`config.mk`:
```
export PLATFORM = sky130hd
export DESIGN_NAME = uart_flow_ctrl_baud_gen
export DESIGN_NICKNAME = d
export VERILOG_FILES = /design/src/include/uart_fc_pkg.sv /design/src/uart_flow_ctrl_baud_gen.sv
export SDC_FILE = /design/constraint.sdc
export NUM_CORES = 1
export LEC_CHECK = 0
export ABC_CLOCK_PERIOD_IN_PS = 6100
export BUFFER_PORTS_ARGS = -buffer_cell sky130_fd_sc_hd__buf_2
export CAP_MARGIN = 20
export CORE_MARGIN = 2
export CORE_UTILIZATION = 60
export DETAILED_ROUTE_END_ITERATION = 12
export PLACE_DENSITY = 0.79
export SETUP_SLACK_MARGIN = 0.5
export SYNTH_ARGS = -nofsm -noshare
export SYNTH_HDL_FRONTEND = slang
export SYNTH_SLANG_ARGS = --single-unit
```
`constraint.sdc`:
```
create_clock -name SYS_CLK -period 6.1 [get_ports SYS_CLK]
set_clock_uncertainty 0.05 [all_clocks]
set_input_delay 0.915 -clock SYS_CLK [delete_from_list [all_inputs] [get_ports SYS_CLK]]
set_output_delay 0.915 -clock SYS_CLK [all_outputs]
set_load 0.02 [all_outputs]
```
`src/include/uart_fc_pkg.sv`:
```
// Constants, state codes and trigger tables for the UART flow-control channel.
// Assumes one 125 MHz system clock that also serves as the baud reference.
// How it works
// - Auto CTS/RTS only when enable bits set
// - CTS high: finish stop bit, pause, flag
// - Trigger raises interrupt; RTS off at fill of 4, 8, 12 or 14 per trigger select
// - RTS back on at fill of 1, 4, 8 or 10 per trigger select
// - Receiver keeps storing until buffer full
// - Stop-character match halts transmit after current character
// - Stop match sets flag, drives interrupt if enabled
// - Resume-character match restarts transmit, clears flag
// - Reset zeroes all four flow-control characters
// - Double mode matches two consecutive characters
// - Consumed flow characters never enter receive buffer
// - Send stop characters when fill passes trigger
// - Send resume characters when fill drops below
// - Special mode: second stop char stored, flagged
// - Compare only programmed word length bits
// - Enable bits gate interrupts; idle transmitter interrupts
// - Report single highest source; CTS/RTS lowest
// - Time-out outranks data-ready; both share one enable bit
// - Time-out after four characters; restart on stop/read
// - Select pin high forces interrupt output driven
// - Sixteen-bit divisor makes the 16x tick
// - Enhanced registers writable only with key value
// - Divisor bytes writable only with latch bit set
package uart_fc_pkg;

  // ---------------------------------------------------------------
  // Register access keys and addresses
  // ---------------------------------------------------------------
  localparam logic [7:0] ENH_KEY    = 8'hbf;  // Line format value opening enhanced set
  localparam int         DIVL_BIT   = 7;      // Line format bit opening divisor bytes
  localparam logic [2:0] ADR_DIV_LO = 3'h0;
  localparam logic [2:0] ADR_DIV_HI = 3'h1;
  localparam logic [2:0] ADR_EFR    = 3'h2;
  localparam logic [2:0] ADR_RES1   = 3'h4;
  localparam logic [2:0] ADR_RES2   = 3'h5;
  localparam logic [2:0] ADR_STOP1  = 3'h6;
  localparam logic [2:0] ADR_STOP2  = 3'h7;

  // ---------------------------------------------------------------
  // Field positions and reset values
  // ---------------------------------------------------------------
  localparam int EF_AUTO_CTS = 7;
  localparam int EF_AUTO_RTS = 6;
  localparam int EF_SPECIAL  = 5;
  localparam int IE_RX       = 0;
  localparam int IE_THR      = 1;
  localparam int IE_STOP     = 5;
  localparam int IE_RTS      = 6;
  localparam int IE_CTS      = 7;
  localparam logic [7:0]  CHAR_RESET = 8'h00;
  localparam logic [7:0]  DIV_LO_RST = 8'h01;  // Plain default divisor of one
  localparam logic [1:0]  CMP_NONE   = 2'h0;   // Flow-char mode codes
  localparam logic [1:0]  CMP_ONE2   = 2'h1;
  localparam logic [1:0]  CMP_ONE1   = 2'h2;
  localparam logic [1:0]  CMP_DOUBLE = 2'h3;

  // ---------------------------------------------------------------
  // Interrupt source codes, highest priority first
  // ---------------------------------------------------------------
  localparam logic [5:0] ISR_NONE  = 6'h01;
  localparam logic [5:0] ISR_TOUT  = 6'h0c;
  localparam logic [5:0] ISR_RXDAT = 6'h04;
  localparam logic [5:0] ISR_THR   = 6'h02;
  localparam logic [5:0] ISR_CHAR  = 6'h10;
  localparam logic [5:0] ISR_FLOW  = 6'h20;

  // ---------------------------------------------------------------
  // Bit timing
  // ---------------------------------------------------------------
  localparam logic [3:0] PH_MID   = 4'h7;   // Eighth tick of sixteen
  localparam logic [3:0] PH_LAST  = 4'hf;
  localparam int OVERSAMPLE    = 16;
  localparam int TOUT_CHARS    = 4;
  localparam int BITS_PER_CHAR = 10;
  localparam int TOUT_TICKS    = TOUT_CHARS * BITS_PER_CHAR * OVERSAMPLE;

  // Receiver state machine
  typedef enum logic [3:0] {
    RX_IDLE  = 4'b0001,
    RX_START = 4'b0010,
    RX_DATA  = 4'b0100,
    RX_STOP  = 4'b1000
  } rx_state_t;

  // Trigger, stop and resume fill levels per trigger select
  function automatic logic [4:0] trig_level(input logic [1:0] sel);
    case (sel)
      2'h0:    trig_level = 5'd1;
      2'h1:    trig_level = 5'd4;
      2'h2:    trig_level = 5'd8;
      default: trig_level = 5'd14;
    endcase
  endfunction : trig_level

  function automatic logic [4:0] stop_level(input logic [1:0] sel);
    case (sel)
      2'h0:    stop_level = 5'd4;
      2'h1:    stop_level = 5'd8;
      2'h2:    stop_level = 5'd12;
      default: stop_level = 5'd14;
    endcase
  endfunction : stop_level

  function automatic logic [4:0] resume_level(input logic [1:0] sel);
    case (sel)
      2'h0:    resume_level = 5'd1;
      2'h1:    resume_level = 5'd4;
      2'h2:    resume_level = 5'd8;
      default: resume_level = 5'd10;
    endcase
  endfunction : resume_level

endpackage : uart_fc_pkg

```
`src/uart_flow_ctrl_baud_gen.sv`:
```
// One UART channel: baud tick, transmitter, receiver, receive buffer,
// hardware and character flow control, time-out and interrupt source.
// Assumes the serial pins and strap arrive asynchronously to SYS_CLK.
module uart_flow_ctrl_baud_gen #(
  parameter int FIFO_DEPTH = 16
) (
  // Clock and reset
  input  wire logic       SYS_CLK,
  input  wire logic       RST_N,
  // Serial and modem pins
  input  wire logic       RX,
  output logic            TX,
  input  wire logic       CTS_N,
  output logic            RTS_N,
  // Interrupt pin
  input  wire logic       INTERRUPT_OUTPUT_SELECT,
  output logic            INT_O,
  output logic            INT_OE,
  // Enhanced and divisor register writes
  input  wire logic       WR_STB,
  input  wire logic [2:0] WR_ADDR,
  input  wire logic [7:0] WR_DATA,
  // Control bits
  input  wire logic [7:0] LINE_FORMAT_CTRL,
  input  wire logic [7:0] INTERRUPT_ENABLE_MASK,
  input  wire logic [1:0] TRIG_SEL,
  input  wire logic       MODEM_RTS,
  input  wire logic       MODEM_INT_EN,
  // Transmit data
  input  wire logic       TX_VALID,
  input  wire logic [7:0] TX_DATA,
  output logic            TX_READY,
  // Receive data
  input  wire logic       RX_RD,
  output logic [7:0]      RX_DATA,
  output logic [5:0]      RX_LEVEL,
  // Status
  input  wire logic       ISR_RD,
  output logic [5:0]      ISR_CODE,
  output logic            TX_HALTED
);

  localparam int AW = $clog2(FIFO_DEPTH);

  // Depth must be 16, the smallest power of two holding the top trigger level
  if (FIFO_DEPTH < 16 || FIFO_DEPTH > 16) begin : g_depth_chk
    $error("FIFO_DEPTH must be 16");
  end

  // ---------------------------------------------------------------
  // State
  // ---------------------------------------------------------------
  typedef struct packed {
    logic [7:0]                  div_lo, div_hi;        // Divisor bytes
    logic [7:0]                  enhanced_feature_ctrl;                   // Enhanced features
    logic [7:0]                  res1, res2;            // Resume characters
    logic [7:0]                  stop1, stop2;          // Stop characters
    logic [15:0]                 bcnt;                  // Baud divider
    logic                        tick;                  // 16x tick
    logic                        rx_m, rx_q;            // Receive synchroniser
    logic                        cts_m, cts_q, cts_d;   // CTS synchroniser, delay
    logic                        sel_m, sel_q;          // Strap synchroniser
    logic [9:0]                  tx_sh;                 // Transmit shifter
    logic [3:0]                  tx_ph, tx_bit;
    logic                        tx_busy;
    uart_fc_pkg::rx_state_t      rx_st;
    logic [3:0]                  rx_ph;
    logic [2:0]                  rx_bit;
    logic [7:0]                  rx_sh;
    logic [FIFO_DEPTH-1:0][7:0]  mem;                   // Receive buffer
    logic [AW-1:0]               wp, rp;
    logic [AW:0]                 cnt;
    logic [7:0]                  rx_data;
    logic                        stop_half, res_half;   // First of pair seen
    logic                        tx_stop;               // Halted by stop char
    logic                        rts_n;
    logic                        f_char, f_cts, f_rts;  // Sticky sources
    logic [1:0]                  ctl_pend;              // Flow chars to send
    logic                        ctl_res;               // Sending resume chars
    logic                        stop_sent;
    logic [9:0]                  tout;
    logic                        tout_hit;
    logic [5:0]                  interrupt_source_status;
    logic                        irq;
  } st_t;

  st_t s, n;

  // Word length helpers
  logic [3:0]  dbits;      // Data bits 5..8
  logic [7:0]  mask;       // Compare mask
  logic [15:0] div_m1;
  logic [7:0]  rxc, ctl_ch;
  logic [1:0]  rmode, tmode;
  logic        halt_hw, send_ctl, rx_done, consume, pop, wr, dbl;
  logic        a_stop, a_res;
  logic [4:0]  trig, hi, lo;
  logic [5:0]  code;

  // Masked character compare
  function automatic logic eq(input logic [7:0] a, input logic [7:0] b,
                              input logic [7:0] m);
    eq = ((a ^ b) & m) == 8'h00;
  endfunction : eq

  // ---------------------------------------------------------------
  // Next state
  // ---------------------------------------------------------------
  always_comb begin
    n       = s;
    n.tick  = 1'b0;
    rx_done = 1'b0;
    consume = 1'b0;
    a_stop  = 1'b0;
    a_res   = 1'b0;
    wr      = 1'b0;
    dbits   = 4'h5 + {2'b00, LINE_FORMAT_CTRL[1:0]};
    mask    = 8'hff >> (2'h3 - LINE_FORMAT_CTRL[1:0]);
    rmode   = s.enhanced_feature_ctrl[1:0];
    tmode   = s.enhanced_feature_ctrl[3:2];
    dbl     = rmode == uart_fc_pkg::CMP_DOUBLE;
    trig    = uart_fc_pkg::trig_level(TRIG_SEL);
    hi      = uart_fc_pkg::stop_level(TRIG_SEL);
    lo      = uart_fc_pkg::resume_level(TRIG_SEL);
    pop     = RX_RD && s.cnt != '0;
    rxc     = 8'(s.rx_sh >> (4'h8 - dbits));
    // Synchronisers
    n.rx_m  = RX;
    n.rx_q  = s.rx_m;
    n.cts_m = CTS_N;
    n.cts_q = s.cts_m;
    n.cts_d = s.cts_q;
    n.sel_m = INTERRUPT_OUTPUT_SELECT;
    n.sel_q = s.sel_m;
    // Status read clears a reported flow source, or the char source in special mode, first, so sets below win
    if (ISR_RD && s.interrupt_source_status == uart_fc_pkg::ISR_FLOW) begin
      n.f_cts = 1'b0;
      n.f_rts = 1'b0;
    end
    if (ISR_RD && s.interrupt_source_status == uart_fc_pkg::ISR_CHAR && s.enhanced_feature_ctrl[uart_fc_pkg::EF_SPECIAL]) begin
      n.f_char = 1'b0;
    end
    // Register writes, enhanced key taking precedence
    if (WR_STB && LINE_FORMAT_CTRL == uart_fc_pkg::ENH_KEY) begin
      case (WR_ADDR)
        uart_fc_pkg::ADR_EFR:   n.enhanced_feature_ctrl   = WR_DATA;
        uart_fc_pkg::ADR_RES1:  n.res1  = WR_DATA;
        uart_fc_pkg::ADR_RES2:  n.res2  = WR_DATA;
        uart_fc_pkg::ADR_STOP1: n.stop1 = WR_DATA;
        uart_fc_pkg::ADR_STOP2: n.stop2 = WR_DATA;
        default: ;
      endcase
    end else if (WR_STB && LINE_FORMAT_CTRL[uart_fc_pkg::DIVL_BIT]) begin
      if (WR_ADDR == uart_fc_pkg::ADR_DIV_LO) n.div_lo = WR_DATA;
      if (WR_ADDR == uart_fc_pkg::ADR_DIV_HI) n.div_hi = WR_DATA;
    end
    // Baud divider, zero treated as one
    div_m1 = ({s.div_hi, s.div_lo} == 16'h0000) ? 16'h0000
           : 16'({s.div_hi, s.div_lo} - 16'h0001);
    if (s.bcnt >= div_m1) begin
      n.bcnt = 16'h0000;
      n.tick = 1'b1;
    end else begin
      n.bcnt = 16'(s.bcnt + 16'h0001);
    end
    // Transmit: halts only gate the start of the next character
    halt_hw  = s.enhanced_feature_ctrl[uart_fc_pkg::EF_AUTO_CTS] & s.cts_q;
    send_ctl = s.ctl_pend != 2'h0;
    ctl_ch   = (s.ctl_pend == 2'h2 || tmode == uart_fc_pkg::CMP_ONE1)
             ? (s.ctl_res ? s.res1 : s.stop1)
             : (s.ctl_res ? s.res2 : s.stop2);
    if (!s.tx_busy && !halt_hw && (send_ctl || (TX_VALID && !s.tx_stop))) begin
      n.tx_sh   = {1'b1, (send_ctl ? ctl_ch : TX_DATA) | ~mask, 1'b0};
      n.tx_busy = 1'b1;
      n.tx_ph   = 4'h0;
      n.tx_bit  = 4'h0;
      if (send_ctl) n.ctl_pend = 2'(s.ctl_pend - 2'h1);
    end else if (s.tx_busy && s.tick) begin
      if (s.tx_ph == uart_fc_pkg::PH_LAST) begin
        n.tx_ph = 4'h0;
        n.tx_sh = {1'b1, s.tx_sh[9:1]};
        if (s.tx_bit == 4'(dbits + 4'h1)) n.tx_busy = 1'b0;
        else n.tx_bit = 4'(s.tx_bit + 4'h1);
      end else begin
        n.tx_ph = 4'(s.tx_ph + 4'h1);
      end
    end
    // Receive sampler
    case (s.rx_st)
      uart_fc_pkg::RX_IDLE: begin
        if (s.tick && !s.rx_q) begin
          n.rx_st = uart_fc_pkg::RX_START;
          n.rx_ph = 4'h0;
        end
      end
      uart_fc_pkg::RX_START: begin
        if (s.tick && s.rx_ph == uart_fc_pkg::PH_MID) begin
          // False start returns to idle
          n.rx_st  = s.rx_q ? uart_fc_pkg::RX_IDLE : uart_fc_pkg::RX_DATA;
          n.rx_ph  = 4'h0;
          n.rx_bit = 3'h0;
        end else if (s.tick) begin
          n.rx_ph = 4'(s.rx_ph + 4'h1);
        end
      end
      uart_fc_pkg::RX_DATA: begin
        if (s.tick && s.rx_ph == uart_fc_pkg::PH_LAST) begin
          n.rx_ph = 4'h0;
          n.rx_sh = {s.rx_q, s.rx_sh[7:1]};
          if (s.rx_bit == 3'(dbits - 4'h1)) n.rx_st = uart_fc_pkg::RX_STOP;
          else n.rx_bit = 3'(s.rx_bit + 3'h1);
        end else if (s.tick) begin
          n.rx_ph = 4'(s.rx_ph + 4'h1);
        end
      end
      uart_fc_pkg::RX_STOP: begin
        if (s.tick && s.rx_ph == uart_fc_pkg::PH_LAST) begin
          n.rx_st = uart_fc_pkg::RX_IDLE;
          rx_done = 1'b1;
        end else if (s.tick) begin
          n.rx_ph = 4'(s.rx_ph + 4'h1);
        end
      end
      default: n.rx_st = uart_fc_pkg::RX_IDLE;
    endcase
    // Time-out counts ticks while data waits
    if (s.cnt == '0) begin
      n.tout     = 10'h000;
      n.tout_hit = 1'b0;
    end else if (s.tick && !s.tout_hit) begin
      if (s.tout == 10'(uart_fc_pkg::TOUT_TICKS - 1)) n.tout_hit = 1'b1;
      else n.tout = 10'(s.tout + 10'h001);
    end
    if (rx_done || pop) begin
      n.tout     = 10'h000;
      n.tout_hit = 1'b0;
    end
    // Character matching at the stop-bit centre
    if (rx_done && s.enhanced_feature_ctrl[uart_fc_pkg::EF_SPECIAL]) begin
      if (eq(rxc, s.stop2, mask)) n.f_char = 1'b1;
    end else if (rx_done && rmode != uart_fc_pkg::CMP_NONE) begin
      a_stop = dbl ? (s.stop_half && eq(rxc, s.stop2, mask))
             : eq(rxc, rmode == uart_fc_pkg::CMP_ONE1 ? s.stop1 : s.stop2, mask);
      a_res  = dbl ? (s.res_half && eq(rxc, s.res2, mask))
             : eq(rxc, rmode == uart_fc_pkg::CMP_ONE1 ? s.res1 : s.res2, mask);
      n.stop_half = dbl && eq(rxc, s.stop1, mask);
      n.res_half  = dbl && eq(rxc, s.res1, mask);
      consume = a_stop || a_res || n.stop_half || n.res_half;
      if (a_stop) begin
        n.tx_stop = 1'b1;
        if (INTERRUPT_ENABLE_MASK[uart_fc_pkg::IE_STOP]) n.f_char = 1'b1;
      end else if (a_res && s.tx_stop) begin
        n.tx_stop = 1'b0;
        n.f_char  = 1'b0;
      end
    end
    // Buffer write and read; storing continues while RTS is off
    wr = rx_done && !consume && s.cnt != (AW+1)'(FIFO_DEPTH);
    if (wr) begin
      n.mem[s.wp] = rxc;
      n.wp        = AW'(s.wp + 1'b1);
    end
    if (pop) begin
      n.rx_data = s.mem[s.rp];
      n.rp      = AW'(s.rp + 1'b1);
    end
    n.cnt = (AW+1)'(s.cnt + {{AW{1'b0}}, wr} - {{AW{1'b0}}, pop});
    // Automatic RTS with hysteresis
    if (s.enhanced_feature_ctrl[uart_fc_pkg::EF_AUTO_RTS]) begin
      if (s.cnt >= (AW+1)'(hi)) n.rts_n = 1'b1;
      else if (s.cnt <= (AW+1)'(lo)) n.rts_n = 1'b0;
    end else begin
      n.rts_n = ~MODEM_RTS;
    end
    if (!s.rts_n && n.rts_n && INTERRUPT_ENABLE_MASK[uart_fc_pkg::IE_RTS]) begin
      n.f_rts = 1'b1;
    end
    if (s.cts_q && !s.cts_d && s.enhanced_feature_ctrl[uart_fc_pkg::EF_AUTO_CTS]
        && INTERRUPT_ENABLE_MASK[uart_fc_pkg::IE_CTS]) begin
      n.f_cts = 1'b1;
    end
    // Automatic stop and resume character sending
    if (tmode != uart_fc_pkg::CMP_NONE && !send_ctl) begin
      if (!s.stop_sent && s.cnt > (AW+1)'(trig)) begin
        n.ctl_pend  = (tmode == uart_fc_pkg::CMP_DOUBLE) ? 2'h2 : 2'h1;
        n.ctl_res   = 1'b0;
        n.stop_sent = 1'b1;
      end else if (s.stop_sent && s.cnt < (AW+1)'(trig)) begin
        n.ctl_pend  = (tmode == uart_fc_pkg::CMP_DOUBLE) ? 2'h2 : 2'h1;
        n.ctl_res   = 1'b1;
        n.stop_sent = 1'b0;
      end
    end
    // Single highest-priority source
    if (INTERRUPT_ENABLE_MASK[uart_fc_pkg::IE_RX] && s.tout_hit) begin
      code = uart_fc_pkg::ISR_TOUT;
    end else if (INTERRUPT_ENABLE_MASK[uart_fc_pkg::IE_RX] && s.cnt >= (AW+1)'(trig)) begin
      code = uart_fc_pkg::ISR_RXDAT;
    end else if (INTERRUPT_ENABLE_MASK[uart_fc_pkg::IE_THR] && !s.tx_busy) begin
      code = uart_fc_pkg::ISR_THR;
    end else if (s.f_char && INTERRUPT_ENABLE_MASK[uart_fc_pkg::IE_RX]) begin
      code = uart_fc_pkg::ISR_CHAR;
    end else if (s.f_cts || s.f_rts) begin
      code = uart_fc_pkg::ISR_FLOW;
    end else begin
      code = uart_fc_pkg::ISR_NONE;
    end
    n.interrupt_source_status = code;
    n.irq = code != uart_fc_pkg::ISR_NONE;
  end

  // ---------------------------------------------------------------
  // State register
  // ---------------------------------------------------------------
  always_ff @(posedge SYS_CLK or negedge RST_N) begin
    if (!RST_N) begin
      s        <= '0;
      s.div_lo <= uart_fc_pkg::DIV_LO_RST;
      s.res1   <= uart_fc_pkg::CHAR_RESET;
      s.res2   <= uart_fc_pkg::CHAR_RESET;
      s.stop1  <= uart_fc_pkg::CHAR_RESET;
      s.stop2  <= uart_fc_pkg::CHAR_RESET;
      s.tx_sh  <= '1;
      s.rx_m   <= 1'b1;
      s.rx_q   <= 1'b1;
      s.rx_st  <= uart_fc_pkg::RX_IDLE;
      s.rts_n  <= 1'b1;
      s.interrupt_source_status    <= uart_fc_pkg::ISR_NONE;
    end else begin
      s <= n;
    end
  end

  // ---------------------------------------------------------------
  // Outputs
  // ---------------------------------------------------------------
  assign TX        = s.tx_sh[0];
  assign RTS_N     = s.rts_n;
  assign INT_O     = s.irq;
  assign INT_OE    = s.sel_q | MODEM_INT_EN;
  assign TX_READY  = !s.tx_busy && !halt_hw && !send_ctl && !s.tx_stop;
  assign RX_DATA   = s.rx_data;
  assign RX_LEVEL  = 6'(s.cnt);
  assign ISR_CODE  = s.interrupt_source_status;
  assign TX_HALTED = s.tx_stop | halt_hw;

endmodule : uart_flow_ctrl_baud_gen

```
=== Word level (Yosys, flattened, before mapping) ===
Index checks and enable logic that the tools add are counted.
Widths: inputs -> output; s select.

* Register bits after elaboration: 296
* Bits in latches: 0
* Memory bits (writable): 0
* Bits in read-only memories: 0
* Input port bits: 48
* Output and inout port bits: 26
* Word-level logic and storage cells: 319
* Memories kept: 0

* Add/subtract/negate cells: 17
* Multipliers: 0
* Divide/modulo/power cells: 0
* Magnitude comparators: 9
* Equality and inequality tests: 37
* Shifts and indexed selects: 2
* Mux-type cells: 77
* Bitwise logic cells: 20
* Reduce and logical (&&, ||, !) cells: 99

{| class="wikitable"
|+ Operators with widths
! operator !! number
|-
| $bwmux 128 || 1
|-
| $mux 8 || 9
|-
| $mux 4 || 13
|-
| $and 8x8->8 || 6
|-
| $logic_not 8->1 || 6
|-
| $xor 8x8->8 || 6
|-
| $mux 11 || 4
|-
| $logic_and 1x1->1 || 38
|-
| $mux 19 || 2
|-
| $pmux 4 s3 || 3
|-
| $bmux 8 s4 || 1
|-
| $demux 8 s4 || 1
|-
| $mux 16 || 2
|-
| $pmux 4 s4 || 2
|-
| $mux 6 || 5
|-
| $add 4x1->4 const B || 6
|-
| $mux 1 || 23
|-
| $reduce_and 2->1 || 11
|-
| $reduce_bool 2->1 || 11
|-
| $mux 10 || 2
|-
| $reduce_and 3->1 || 6
|-
| $add 16x1->16 const B || 1
|-
| $ge 16x16->1 || 1
|-
| $logic_not 16->1 || 1
|-
| other kinds (56) || 100
|}

=== Depth between registers and ports, before layout ===
Gate-level depths: netlist (run 1).

* Depth in word-level cells: 18
* Mapped depth: 26
* Depth with buffers taken out: 21

=== Least setup slack after synthesis (run 1) ===
Ideal clock, no wire load.

* Kind: input-to-reg
* Start point: input port LINE_FORMAT_CTRL[1]
* End point: register s, in the netlist RX_LEVEL[4]
* Setup time: 0.125 ns
* Arrival: 4.937 ns
* Required time: 5.925 ns
* Slack: 0.988 ns
* Stages on the path: 23
* Path buffers: 2
* Path through: clkbuf_1 -> inv_1 -> ha_1 -> or2_1 -> o221a_4 -> nand3_1 -> or4b_1 -> a2111oi_4 -> nor4_2 -> a21oi_4 -> buf_6 -> nor2b_1 -> inv_1 -> ha_1 -> inv_1 -> ha_1 -> inv_1 -> fa_1 -> inv_1 -> a21oi_1 -> nor2_1 -> nor2_1 -> xnor2_1

{| class="wikitable"
|+ RTL lines
! item !! line !! text
|-
| start: declaration || uart_flow_ctrl_baud_gen.sv:24 || <nowiki>input wire logic [7:0] LINE_FORMAT_CTRL,</nowiki>
|-
| end signal: assignment || uart_flow_ctrl_baud_gen.sv:330 || <nowiki>s <= n;</nowiki>
|-
| end: declaration || uart_flow_ctrl_baud_gen.sv:87 || <nowiki>st_t s, n;</nowiki>
|}

==> results_dict.tcl, run 1 <==
set metrics [dict create \
    outcome "finished, final reports clean" \
    synthFlopType "dfrtp_1" \
    synth-seq-cells 294 \
    cts.clk_slew.worst_paths_ns 0.06 \
    io_pins 74 \
    clock.fmax_mhz 194 \
    postCtsSetupRepairBufs 0 \
    synth.largest_area_cell "dfrtp_1" \
    p_leak_nw 8.48 \
    final_cells 1731 \
    vias 10542 \
    synth_area_leaders "dfrtp_1 44%, mux2_2 9.6%, mux4_2 7.0%, ha_1 3.6%, nand2_1 2.5%" \
    slew_violations 0 \
    cts_tree "yes" \
    cp_data_required_time_ns 6.50 \
    synth_edf_count 0 \
    hold_path_class "in2async" \
    cts_root_buffer "clkbuf_16" \
    fp.dieH_microns 166 \
    cts_inserted_buffers 30 \
    rsz0062_at_grt "no" \
    grt_pass1_vias 10564 \
    min_period_ns 5.16 \
    fp-row-count 59 \
    synth.distinct_cells 79 \
    wl_per_cell_microns 19.4 \
    crit_fanout 19 \
    place_ws_ns 0.410 \
    setup-tns-final_ns 0 \
    crit_chain "buf_2 -> inv_1 -> ha_1 -> or2_1 -> o221ai_1 -> nor2_2 -> xnor2_1 -> and4b_1 -> nor4_2 -> a21oi_4 -> nor2b_1 -> inv_1 -> ha_1 -> inv_1 -> ha_1 -> inv_1 -> fa_1 -> inv_1 -> a21oi_1 -> nor2_1 -> nor2_1 -> xnor2_1" \
    worst_pin_slew_ns 1.13 \
    worst_path_max_delay_cell "nor2_2" \
    worst_slack_ns 0.943 \
    drtIter0Drc 928 \
    diodes 0 \
    post_cts_resized 0 \
    slew_headroom_pct 24.7 \
    ys_async_sr_fraction_pct 100 \
    cts.path.max_buffers 3 \
    worst-r2r-cell-count 19 \
    gr-usage-all-layers_pct 24.4 \
    synth-seq-area-share_pct 46.6 \
    grt_pass1_wl_microns 55300 \
    hold_viol_final 0 \
    die_area_sq_um 27700 \
    start_util_pct 61.0 \
    min_period_over_period_pct 84.5 \
    hold_buffers 0 \
    ir_drop_uv 393 \
    dp.cells 1673 \
    htreeDepth 1 \
    arrival_ns 5.56 \
    drc 0 \
    fill_cells 1864 \
    critPathMaxStageDelay_ns 0.66 \
    gp_congestion 0.951 \
    cpMostUsedCell "inv_1" \
    yosys.area.top_type_share_pct 44.1 \
    routed_via_density 6.09 \
    die_w_microns 166 \
    yosys_warnings 0 \
    io_buffers 69 \
    holdWs_ns 0.253 \
    setup_viol 0 \
    endpoint_kind "flip-flop" \
    grt_max_degree 208 \
    drv_cap 0 \
    grt_antenna_before_repair 0 \
    synth_nets 1421 \
    postSynthAreaPerCell_sq_um 11.9 \
    core_sq_um 26000 \
    insertion_delay_ns 0.57 \
    path_class "in2reg" \
    drive_gt1_share_pct 28.1 \
    worstSetupPathDepth 22 \
    syn_to_final_growth_pct 9.70 \
    powerDensity_nw_per_um2 296 \
    grt_remaining_overflow 0 \
    ant_nets 0 \
    crit_buf_inv 6 \
    hpwlAfterDp_microns 23500 \
    clock-sinks 294 \
    synthCells 1327 \
    wl_microns 33600 \
    first_pass_iters 5 \
    cp-start-kind "input pin" \
    nNetsFinal 1466 \
    synth_area_sq_um 15800 \
    critPathTopFamily "simple AND/OR/NAND/NOR gates" \
]
worst paths after layout:
check                                     startpoint               endpoint  slack, ns
max in group asynchronous                      RST_N     s[243]$_DFFE_PN0P_       4.21
worst min register to register      n[219]$_DFF_PN0_       n[218]$_DFF_PN0_       0.30
worst max-delay path             LINE_FORMAT_CTRL[0]  RX_LEVEL[4]$_DFF_PN0_       0.94
worst max register to register  rmode[1]$_DFFE_PN0P_  RX_LEVEL[4]$_DFF_PN0_       1.33
worst min-delay path                           RST_N      s[17]$_DFFE_PN0P_       0.25
min in group SYS_CLK                n[219]$_DFF_PN0_       n[218]$_DFF_PN0_       0.30
power by group:
| group | total, mW | switching (mW) | internal, mW | leakage (nW) |
|---|---|---|---|---|
| Sequential | 2.25 | 0.171 | 2.08 | 3.92 |
| Clock | 1.85 | 0.784 | 1.07 | 0.484 |
| Combinational | 1.03 | 0.573 | 0.460 | 4.07 |
per-stage QoR:
stage	instance area, sq um	power [mW]	util [%]
finish	17400	5.14	66.9
global route	17400	5.38	66.9
CTS	17400	5.17	66.8
detailed placement	16400	3.33	63.0
global placement	16400	3.29	63.0
floorplan	15800	3.05	-
cell families (layout without fill, tap and decap cells):
logic type	count (synthesis)	after routing	synth area share, %
AO/OA/AOI/OAI	161	161	6.78
XOR/XNOR	77	77	4.30
adder cells (fa/ha/maj)	46	46	3.68
buffers and inverters	112	181	3.41
flip-flops	294	294	46.6
multiplexers	260	260	22.4
other	1	1	0.0237
AND/OR/NAND/NOR	376	376	12.8
layer usage:
metal	part of all wire, %	wire length, microns	track usage [%]
met1	46	15300	35.1
met2	48	16000	39.5
met3	4.6	1540	3.42
met4	2.4	803	6.33
met5	0	0	0
flip-flops by register name, indices dropped and copies added (netlist names):
signal	count
RTS_N	1
ISR_CODE	6
TX	1
RX_DATA	8
RX_LEVEL	5
rmode	2
n	4
INT_O	1
s	266
layout by cell type, fill, tap and decap left out, types with 7 or more instances in the layout:
cell | synthesis | final
or3_1 | 13 | 13
nand4b_2 | 9 | 9
ha_1 | 45 | 45
mux2_4 | 24 | 24
a21o_1 | 16 | 16
nor2b_1 | 13 | 13
nor4_1 | 9 | 9
mux2_2 | 135 | 135
buf_4 | 24 | 14
inv_1 | 39 | 39
nand4_1 | 13 | 13
mux4_2 | 49 | 49
xor2_1 | 33 | 33
nand2b_1 | 11 | 11
dfrtp_1 | 279 | 278
nand2_1 | 106 | 106
o22ai_1 | 7 | 7
xnor2_1 | 43 | 43
nand3_1 | 36 | 36
clkbuf_16 | 0 | 30
a21oi_1 | 38 | 38
nor2_1 | 88 | 88
mux2i_1 | 18 | 18
dfstp_2 | 15 | 15
clkbuf_1 | 33 | 7
buf_2 | 6 | 69
and2_1 | 7 | 7
o21ai_0 | 49 | 49
and3_1 | 12 | 12
nor3_1 | 19 | 19
mux2_1 | 34 | 34
final cells by class:
type | count | area, sq um | share of cell area (%)
repair buffers | 86 | 497 | 2.86
well taps | 335 | 419 | 2.41
flip-flops and latches | 294 | 7380 | 42.5
clock buffers | 43 | 860 | 4.95
inverters | 39 | 146 | 0.842
clock inverters | 13 | 141 | 0.814
multi-input cells | 921 | 7940 | 45.7
cell usage after synthesis (5+ instances only):
cell type    n
clkbuf_1    33
nor4_1       9
o21ai_0     49
xnor2_1     43
nor3_1      19
and2_1       7
a31oi_1      5
a21o_1      16
o21a_1       5
xor2_1      33
mux2_4      24
or3_1       13
mux2_2     135
nor2b_1     13
o22ai_1      7
nand2b_1    11
and3_1      12
nor2_1      88
ha_1        45
a21oi_1     38
nand4b_1     6
nand2_1    106
buf_4       24
buf_2        6
buf_1        7
dfstp_2     15
nand4_1     13
mux2_1      34
nand4b_2     9
inv_1       39
mux2i_1     18
nand3_1     36
mux4_2      49
dfrtp_1    279
(Power assumes the default switching activity.)
==> run 2, diff against run 1 <==
--- a/config.mk
+++ b/config.mk
@@ -5,7 +5,7 @@
 export SDC_FILE = /design/constraint.sdc
 export NUM_CORES = 1
 export LEC_CHECK = 0
-export ABC_CLOCK_PERIOD_IN_PS = 6100
+export ABC_CLOCK_PERIOD_IN_PS = 5100
 export BUFFER_PORTS_ARGS = -buffer_cell sky130_fd_sc_hd__buf_2
 export CAP_MARGIN = 20
 export CORE_MARGIN = 2
==> constraint.sdc (replaced) <==
create_clock -name SYS_CLK -period 5.1 [get_ports SYS_CLK]
set_clock_uncertainty 0.05 [all_clocks]
set_input_delay 0.765 -clock SYS_CLK [delete_from_list [all_inputs] [get_ports SYS_CLK]]
set_output_delay 0.765 -clock SYS_CLK [all_outputs]
set_load 0.02 [all_outputs]
==> results_dict.tcl, run 2 (synthesized netlist as in run 1, its figures left out) <==
set metrics [dict create \
    multi_input_area_sq_um 8020 \
    fill_cells 1900 \
    fp-row-count 59 \
    io_pins 74 \
    syn_to_final_growth_pct 11.5 \
    rsz0062_at_grt "no" \
    cts_root_buffer "clkbuf_16" \
    largest_register_ffs 266 \
    holdWs_ns 0.110 \
    hold_buffers 0 \
    ir_drop_uv 366 \
    p_leak_nw 8.61 \
    drv_cap 0 \
    rr_startpoint "s[291]$_DFFE_PN0P_" \
    drc 0 \
    wl_per_cell_microns 19.6 \
    path_class "in2reg" \
    start_util_pct 61.0 \
    timing.rr.end "s[227]$_DFF_PN0_" \
    worst-r2r-cell-count 14 \
    htreeDepth 1 \
    die_w_microns 166 \
    insertion_delay_ns 0.58 \
    ant_nets 0 \
    r2r_slack_ns 1.04 \
    min_period_over_period_pct 85.8 \
    hold_viol_final 0 \
    gr-usage-all-layers_pct 24.9 \
    first_pass_iters 5 \
    vias 10651 \
    wl_microns 34200 \
    cts_tree "yes" \
    mostFrequentLayoutCell "dfrtp_1" \
    drive_gt1_share_pct 29.6 \
    grt_pass1_wl_microns 56700 \
    drtIter0Drc 820 \
    cts.path.max_buffers 3 \
    setup_viol 0 \
    critPathTopFamily "adder cells" \
    cp_data_required_time_ns 5.51 \
    worst_pin_slew_ns 1.10 \
    crit_buf_inv 6 \
    routed_via_density 6.11 \
    grt_pass1_vias 10786 \
    nNetsFinal 1477 \
    cp-start-kind "input pin" \
    post_cts_resized 0 \
    slew_headroom_pct 26.7 \
    regArea_sq_um 7380 \
    cts_inserted_buffers 31 \
    grt_remaining_overflow 0 \
    layout_common_cells "278 x dfrtp_1, 135 x mux2_2, 106 x nand2_1" \
    clock.fmax_mhz 229 \
    regMostFlops "s" \
    cts.clk_slew.worst_paths_ns 0.06 \
    outcome "finished, final reports clean" \
    min_period_ns 4.37 \
    crit_fanout 17 \
    setup-tns-final_ns 0 \
    postCtsSetupRepairBufs 0 \
    diodes 0 \
    grt_antenna_before_repair 1 \
    fin_util_pct 68.0 \
    place_ws_ns 0.0150 \
    powerDensity_nw_per_um2 362 \
    hpwlAfterDp_microns 24100 \
    gp_congestion 0.916 \
    crit_chain "buf_2 -> inv_2 -> ha_4 -> nand2b_1 -> o22a_1 -> o21ai_0 -> or4b_4 -> a2111oi_4 -> nor4_4 -> a21oi_4 -> nor2b_2 -> inv_1 -> ha_1 -> inv_1 -> ha_1 -> inv_1 -> fa_2 -> inv_1 -> a21oi_1 -> nor2_1 -> nor2_1 -> xnor2_1" \
    clock-sinks 294 \
    core_sq_um 26000 \
    io_buffers 69 \
    hold_path_class "in2async" \
    worst_path_max_delay_cell "or4b_4" \
    fp.dieH_microns 166 \
    cpMostUsedCell "inv_1" \
    arrival_ns 4.79 \
    grt_max_degree 115 \
    worst_slack_ns 0.727 \
    critPathMaxStageDelay_ns 0.50 \
    endpoint_kind "flip-flop" \
    slew_violations 0 \
    die_area_sq_um 27700 \
]
-- run 2: worst register-to-register path: cells and delay by family (launching register included) --
kind | cells | cell delay, ns
compound gates | 7 | 1.27
fa+ha+maj | 1 | 0.24
simple gates | 5 | 1.78
flops | 1 | 0.43
buf+inv | 1 | 0.23
-- run 2: layout make-up --
type,count,area share (%)
multi-input cells,921,45.4
flip-flops and latches,294,41.8
clock buffers,44,5.01
repair buffers,96,3.24
well taps,335,2.37
clock inverters,14,1.37
inverters,39,0.829
-- run 2: where the power goes --
group / internal (mW) / total, mW / leakage [nW] / switching (mW)
combinational: 0.560 / 1.22 / 4.14 / 0.658
sequential: 2.49 / 2.73 / 3.92 / 0.236
clock: 1.51 / 2.46 / 0.552 / 0.943
-- run 2: stage by stage --
step / total power, mW / cells / instance area (sq um)
after floorplan: 3.66 / 1327 / 15900
after global placement: 3.92 / 1682 / 16500
after detailed placement: 3.98 / 1682 / 16500
after CTS: 6.45 / 1740 / 17600
after global routing: 6.71 / 1743 / 17700
final: 6.40 / 1743 / 17700
-- run 2: how the worst max path moves through the flow --
stage                        start                     to  slack, ns  cells after the start
4_1_cts        LINE_FORMAT_CTRL[1]  RX_LEVEL[4]$_DFF_PN0_       0.57                     21
3_5_place_dp   LINE_FORMAT_CTRL[1]  RX_LEVEL[4]$_DFF_PN0_       0.01                     21
6_report       LINE_FORMAT_CTRL[1]  RX_LEVEL[4]$_DFF_PN0_       0.73                     22
5_1_grt        LINE_FORMAT_CTRL[1]  RX_LEVEL[4]$_DFF_PN0_       0.52                     23
2_1_floorplan  LINE_FORMAT_CTRL[0]  RX_LEVEL[4]$_DFF_PN0_       0.51                     25
3_3_place_gp   LINE_FORMAT_CTRL[1]  RX_LEVEL[4]$_DFF_PN0_       0.11                     21
-- run 2: per-layer routing --
layer / up-vias / track usage [%] / wire [microns]
met5: - / 0 / 0
met4: 0 / 6.90 / 941
met3: 83 / 3.37 / 1630
met2: 299 / 41.2 / 16600
met1: 5387 / 35.0 / 15100
li1: 4882 / - / -
==> run 3, diff against run 2 <==
--- a/config.mk
+++ b/config.mk
@@ -11,6 +11,7 @@
 export CORE_MARGIN = 2
 export CORE_UTILIZATION = 60
 export DETAILED_ROUTE_END_ITERATION = 12
+export MAX_ROUTING_LAYER = met4
 export PLACE_DENSITY = 0.79
 export SETUP_SLACK_MARGIN = 0.5
 export SYNTH_ARGS = -nofsm -noshare
==> results_dict.tcl, run 3 (synthesized netlist as in run 1, its figures left out) <==
set metrics [dict create \
    powerDensity_nw_per_um2 347 \
    grt_max_degree 144 \
    grt_remaining_overflow 0 \
    outcome "finished, final reports clean" \
    hold_path_class "in2async" \
    slew_headroom_pct 25.3 \
    rsz0062_at_grt "no" \
    clock-sinks 294 \
    arrival_ns 4.76 \
    io_pins 74 \
    gp_congestion 0.924 \
    die_w_microns 166 \
    die_area_sq_um 27700 \
    postPlaceCellArea_sq_um 16500 \
    p_leak_nw 8.52 \
    routed_via_density 6.01 \
    dp.cells 1682 \
    vias 10446 \
    p_seq_share_pct 45.0 \
    htreeDepth 1 \
    ant_nets 0 \
    cts_inserted_buffers 29 \
    wl_per_cell_microns 19.2 \
    holdWs_ns 0.236 \
    insertion_delay_ns 0.55 \
    cp-start-kind "input pin" \
    gr-usage-all-layers_pct 25.2 \
    path_class "in2reg" \
    grt_pass1_wl_microns 55600 \
    min_period_over_period_pct 85.8 \
    start_util_pct 61.0 \
    crit_fanout 17 \
    comb_power_share_pct 20.0 \
    worst_slack_ns 0.725 \
    rr_startpoint "s[291]$_DFFE_PN0P_" \
    dr_wl_met2_microns 16200 \
    wl_met3_microns 1440 \
    critPathLaunch "LINE_FORMAT_CTRL[1]" \
    drtIter0Drc 811 \
    postCtsSetupRepairBufs 0 \
    wl_met1_microns 15100 \
    setup_viol 0 \
    hold_viol_final 0 \
    cts.clk_slew.worst_paths_ns 0.06 \
    top_layer "met4" \
    cts_root_buffer "clkbuf_16" \
    setup-tns-final_ns 0 \
    grt_antenna_before_repair 0 \
    clkPwrFrac_pct 35.0 \
    fin_util_pct 67.2 \
    endpoint_kind "flip-flop" \
    power.internal_mw 4.29 \
    p_switching_mw 1.77 \
    final_cells 1738 \
    layout_common_cells "278 x dfrtp_1, 135 x mux2_2, 106 x nand2_1" \
    fill_cells 1898 \
    ir_drop_uv 384 \
    drv_cap 0 \
    core_sq_um 26000 \
    nNetsFinal 1474 \
    wl_microns 33400 \
    mostFrequentLayoutCell "dfrtp_1" \
    place_ws_ns 0.0299 \
    p_total_mw 6.06 \
    cts_tree "yes" \
    p_sw_share_pct 29.2 \
    regMostFlops "s" \
    drive_gt1_share_pct 29.0 \
    io_buffers 69 \
    syn_to_final_growth_pct 10.3 \
    cp_data_required_time_ns 5.48 \
    stdcell_area_sq_um 17500 \
    first_pass_iters 6 \
    cts.path.max_buffers 3 \
    min_period_ns 4.38 \
    largest_register_ffs 266 \
    fp-row-count 59 \
    slew_violations 0 \
    fp.dieH_microns 166 \
    clock.fmax_mhz 229 \
    diodes 0 \
    worst_pin_slew_ns 1.12 \
    drc 0 \
    grt_pass1_vias 10624 \
    hpwlAfterDp_microns 23800 \
]
run 3: cell types whose count changed in the layout (fill, tap and decap cells not counted), sizes merged:
| cell | previous run | this run |
|---|---|---|
| clkinv | 5 | 4 |
| inv | 41 | 40 |
| buf | 95 | 94 |
| clkbuf | 45 | 47 |
| bufinv | 6 | 2 |
run 3: worst paths after layout:
path	endpoint	slack (ns)	cells past startpoint
worst min-delay path	s[17]$_DFFE_PN0P_	0.24	1
worst max-delay path	RX_LEVEL[4]$_DFF_PN0_	0.72	22
worst min register to register	s[216]$_DFF_PN0_	0.31	0
worst max register to register	s[236]$_DFF_PN0_	0.96	14
min in group SYS_CLK	n[221]$_DFF_PN1_	0.26	1
max in group asynchronous	s[288]$_DFFE_PN1P_	3.57	2
run 3: power by group through the flow:
stage               registers [mW]  clock network (mW)  logic [mW]
global placement              2.76                   0        1.17
finish                        2.73                2.12        1.21
CTS                           2.73                2.16        1.22
global route                  2.76                2.25        1.35
detailed placement            2.77                   0        1.21
floorplan                     2.65                   0        1.01
run 3: cell type report:
cell class | count | area, sq um | area share, %
multi-input cells | 921 | 8000 | 45.8
inverters | 39 | 146 | 0.838
repair buffers | 95 | 583 | 3.34
well taps | 335 | 419 | 2.40
clock inverters | 8 | 96.3 | 0.551
flip-flops and latches | 294 | 7380 | 42.2
clock buffers | 46 | 850 | 4.86
run 3: routing by layer:
metal / vias to the layer above / global-route usage, %
met4: 0 / 5.66
met3: 54 / 3.40
met1: 5294 / 34.3
li1: 4874 / -
met2: 224 / 40.9
met5: - / -
run 3: critical path, cell delays in order:
cell and delay, ns:
buf_2 0.23, inv_2 0.13, ha_4 0.40, nand2b_1 0.27
o22a_1 0.31, o21ai_0 0.13, or4b_4 0.50, a2111oi_4 0.34
nor4_2 0.12, a21oi_4 0.18, nor2b_2 0.09, inv_1 0.06
ha_1 0.21, inv_1 0.06, ha_1 0.16, inv_1 0.06
fa_2 0.35, inv_1 0.07, a21oi_1 0.06, nor2_1 0.09
nor2_1 0.05, xnor2_1 0.11
run 3: timing repair:
action,in CTS,in global routing
setup endpoints to repair,0,2
hold buffers,0,0
resized for setup,0,6
hold endpoints to repair,0,0
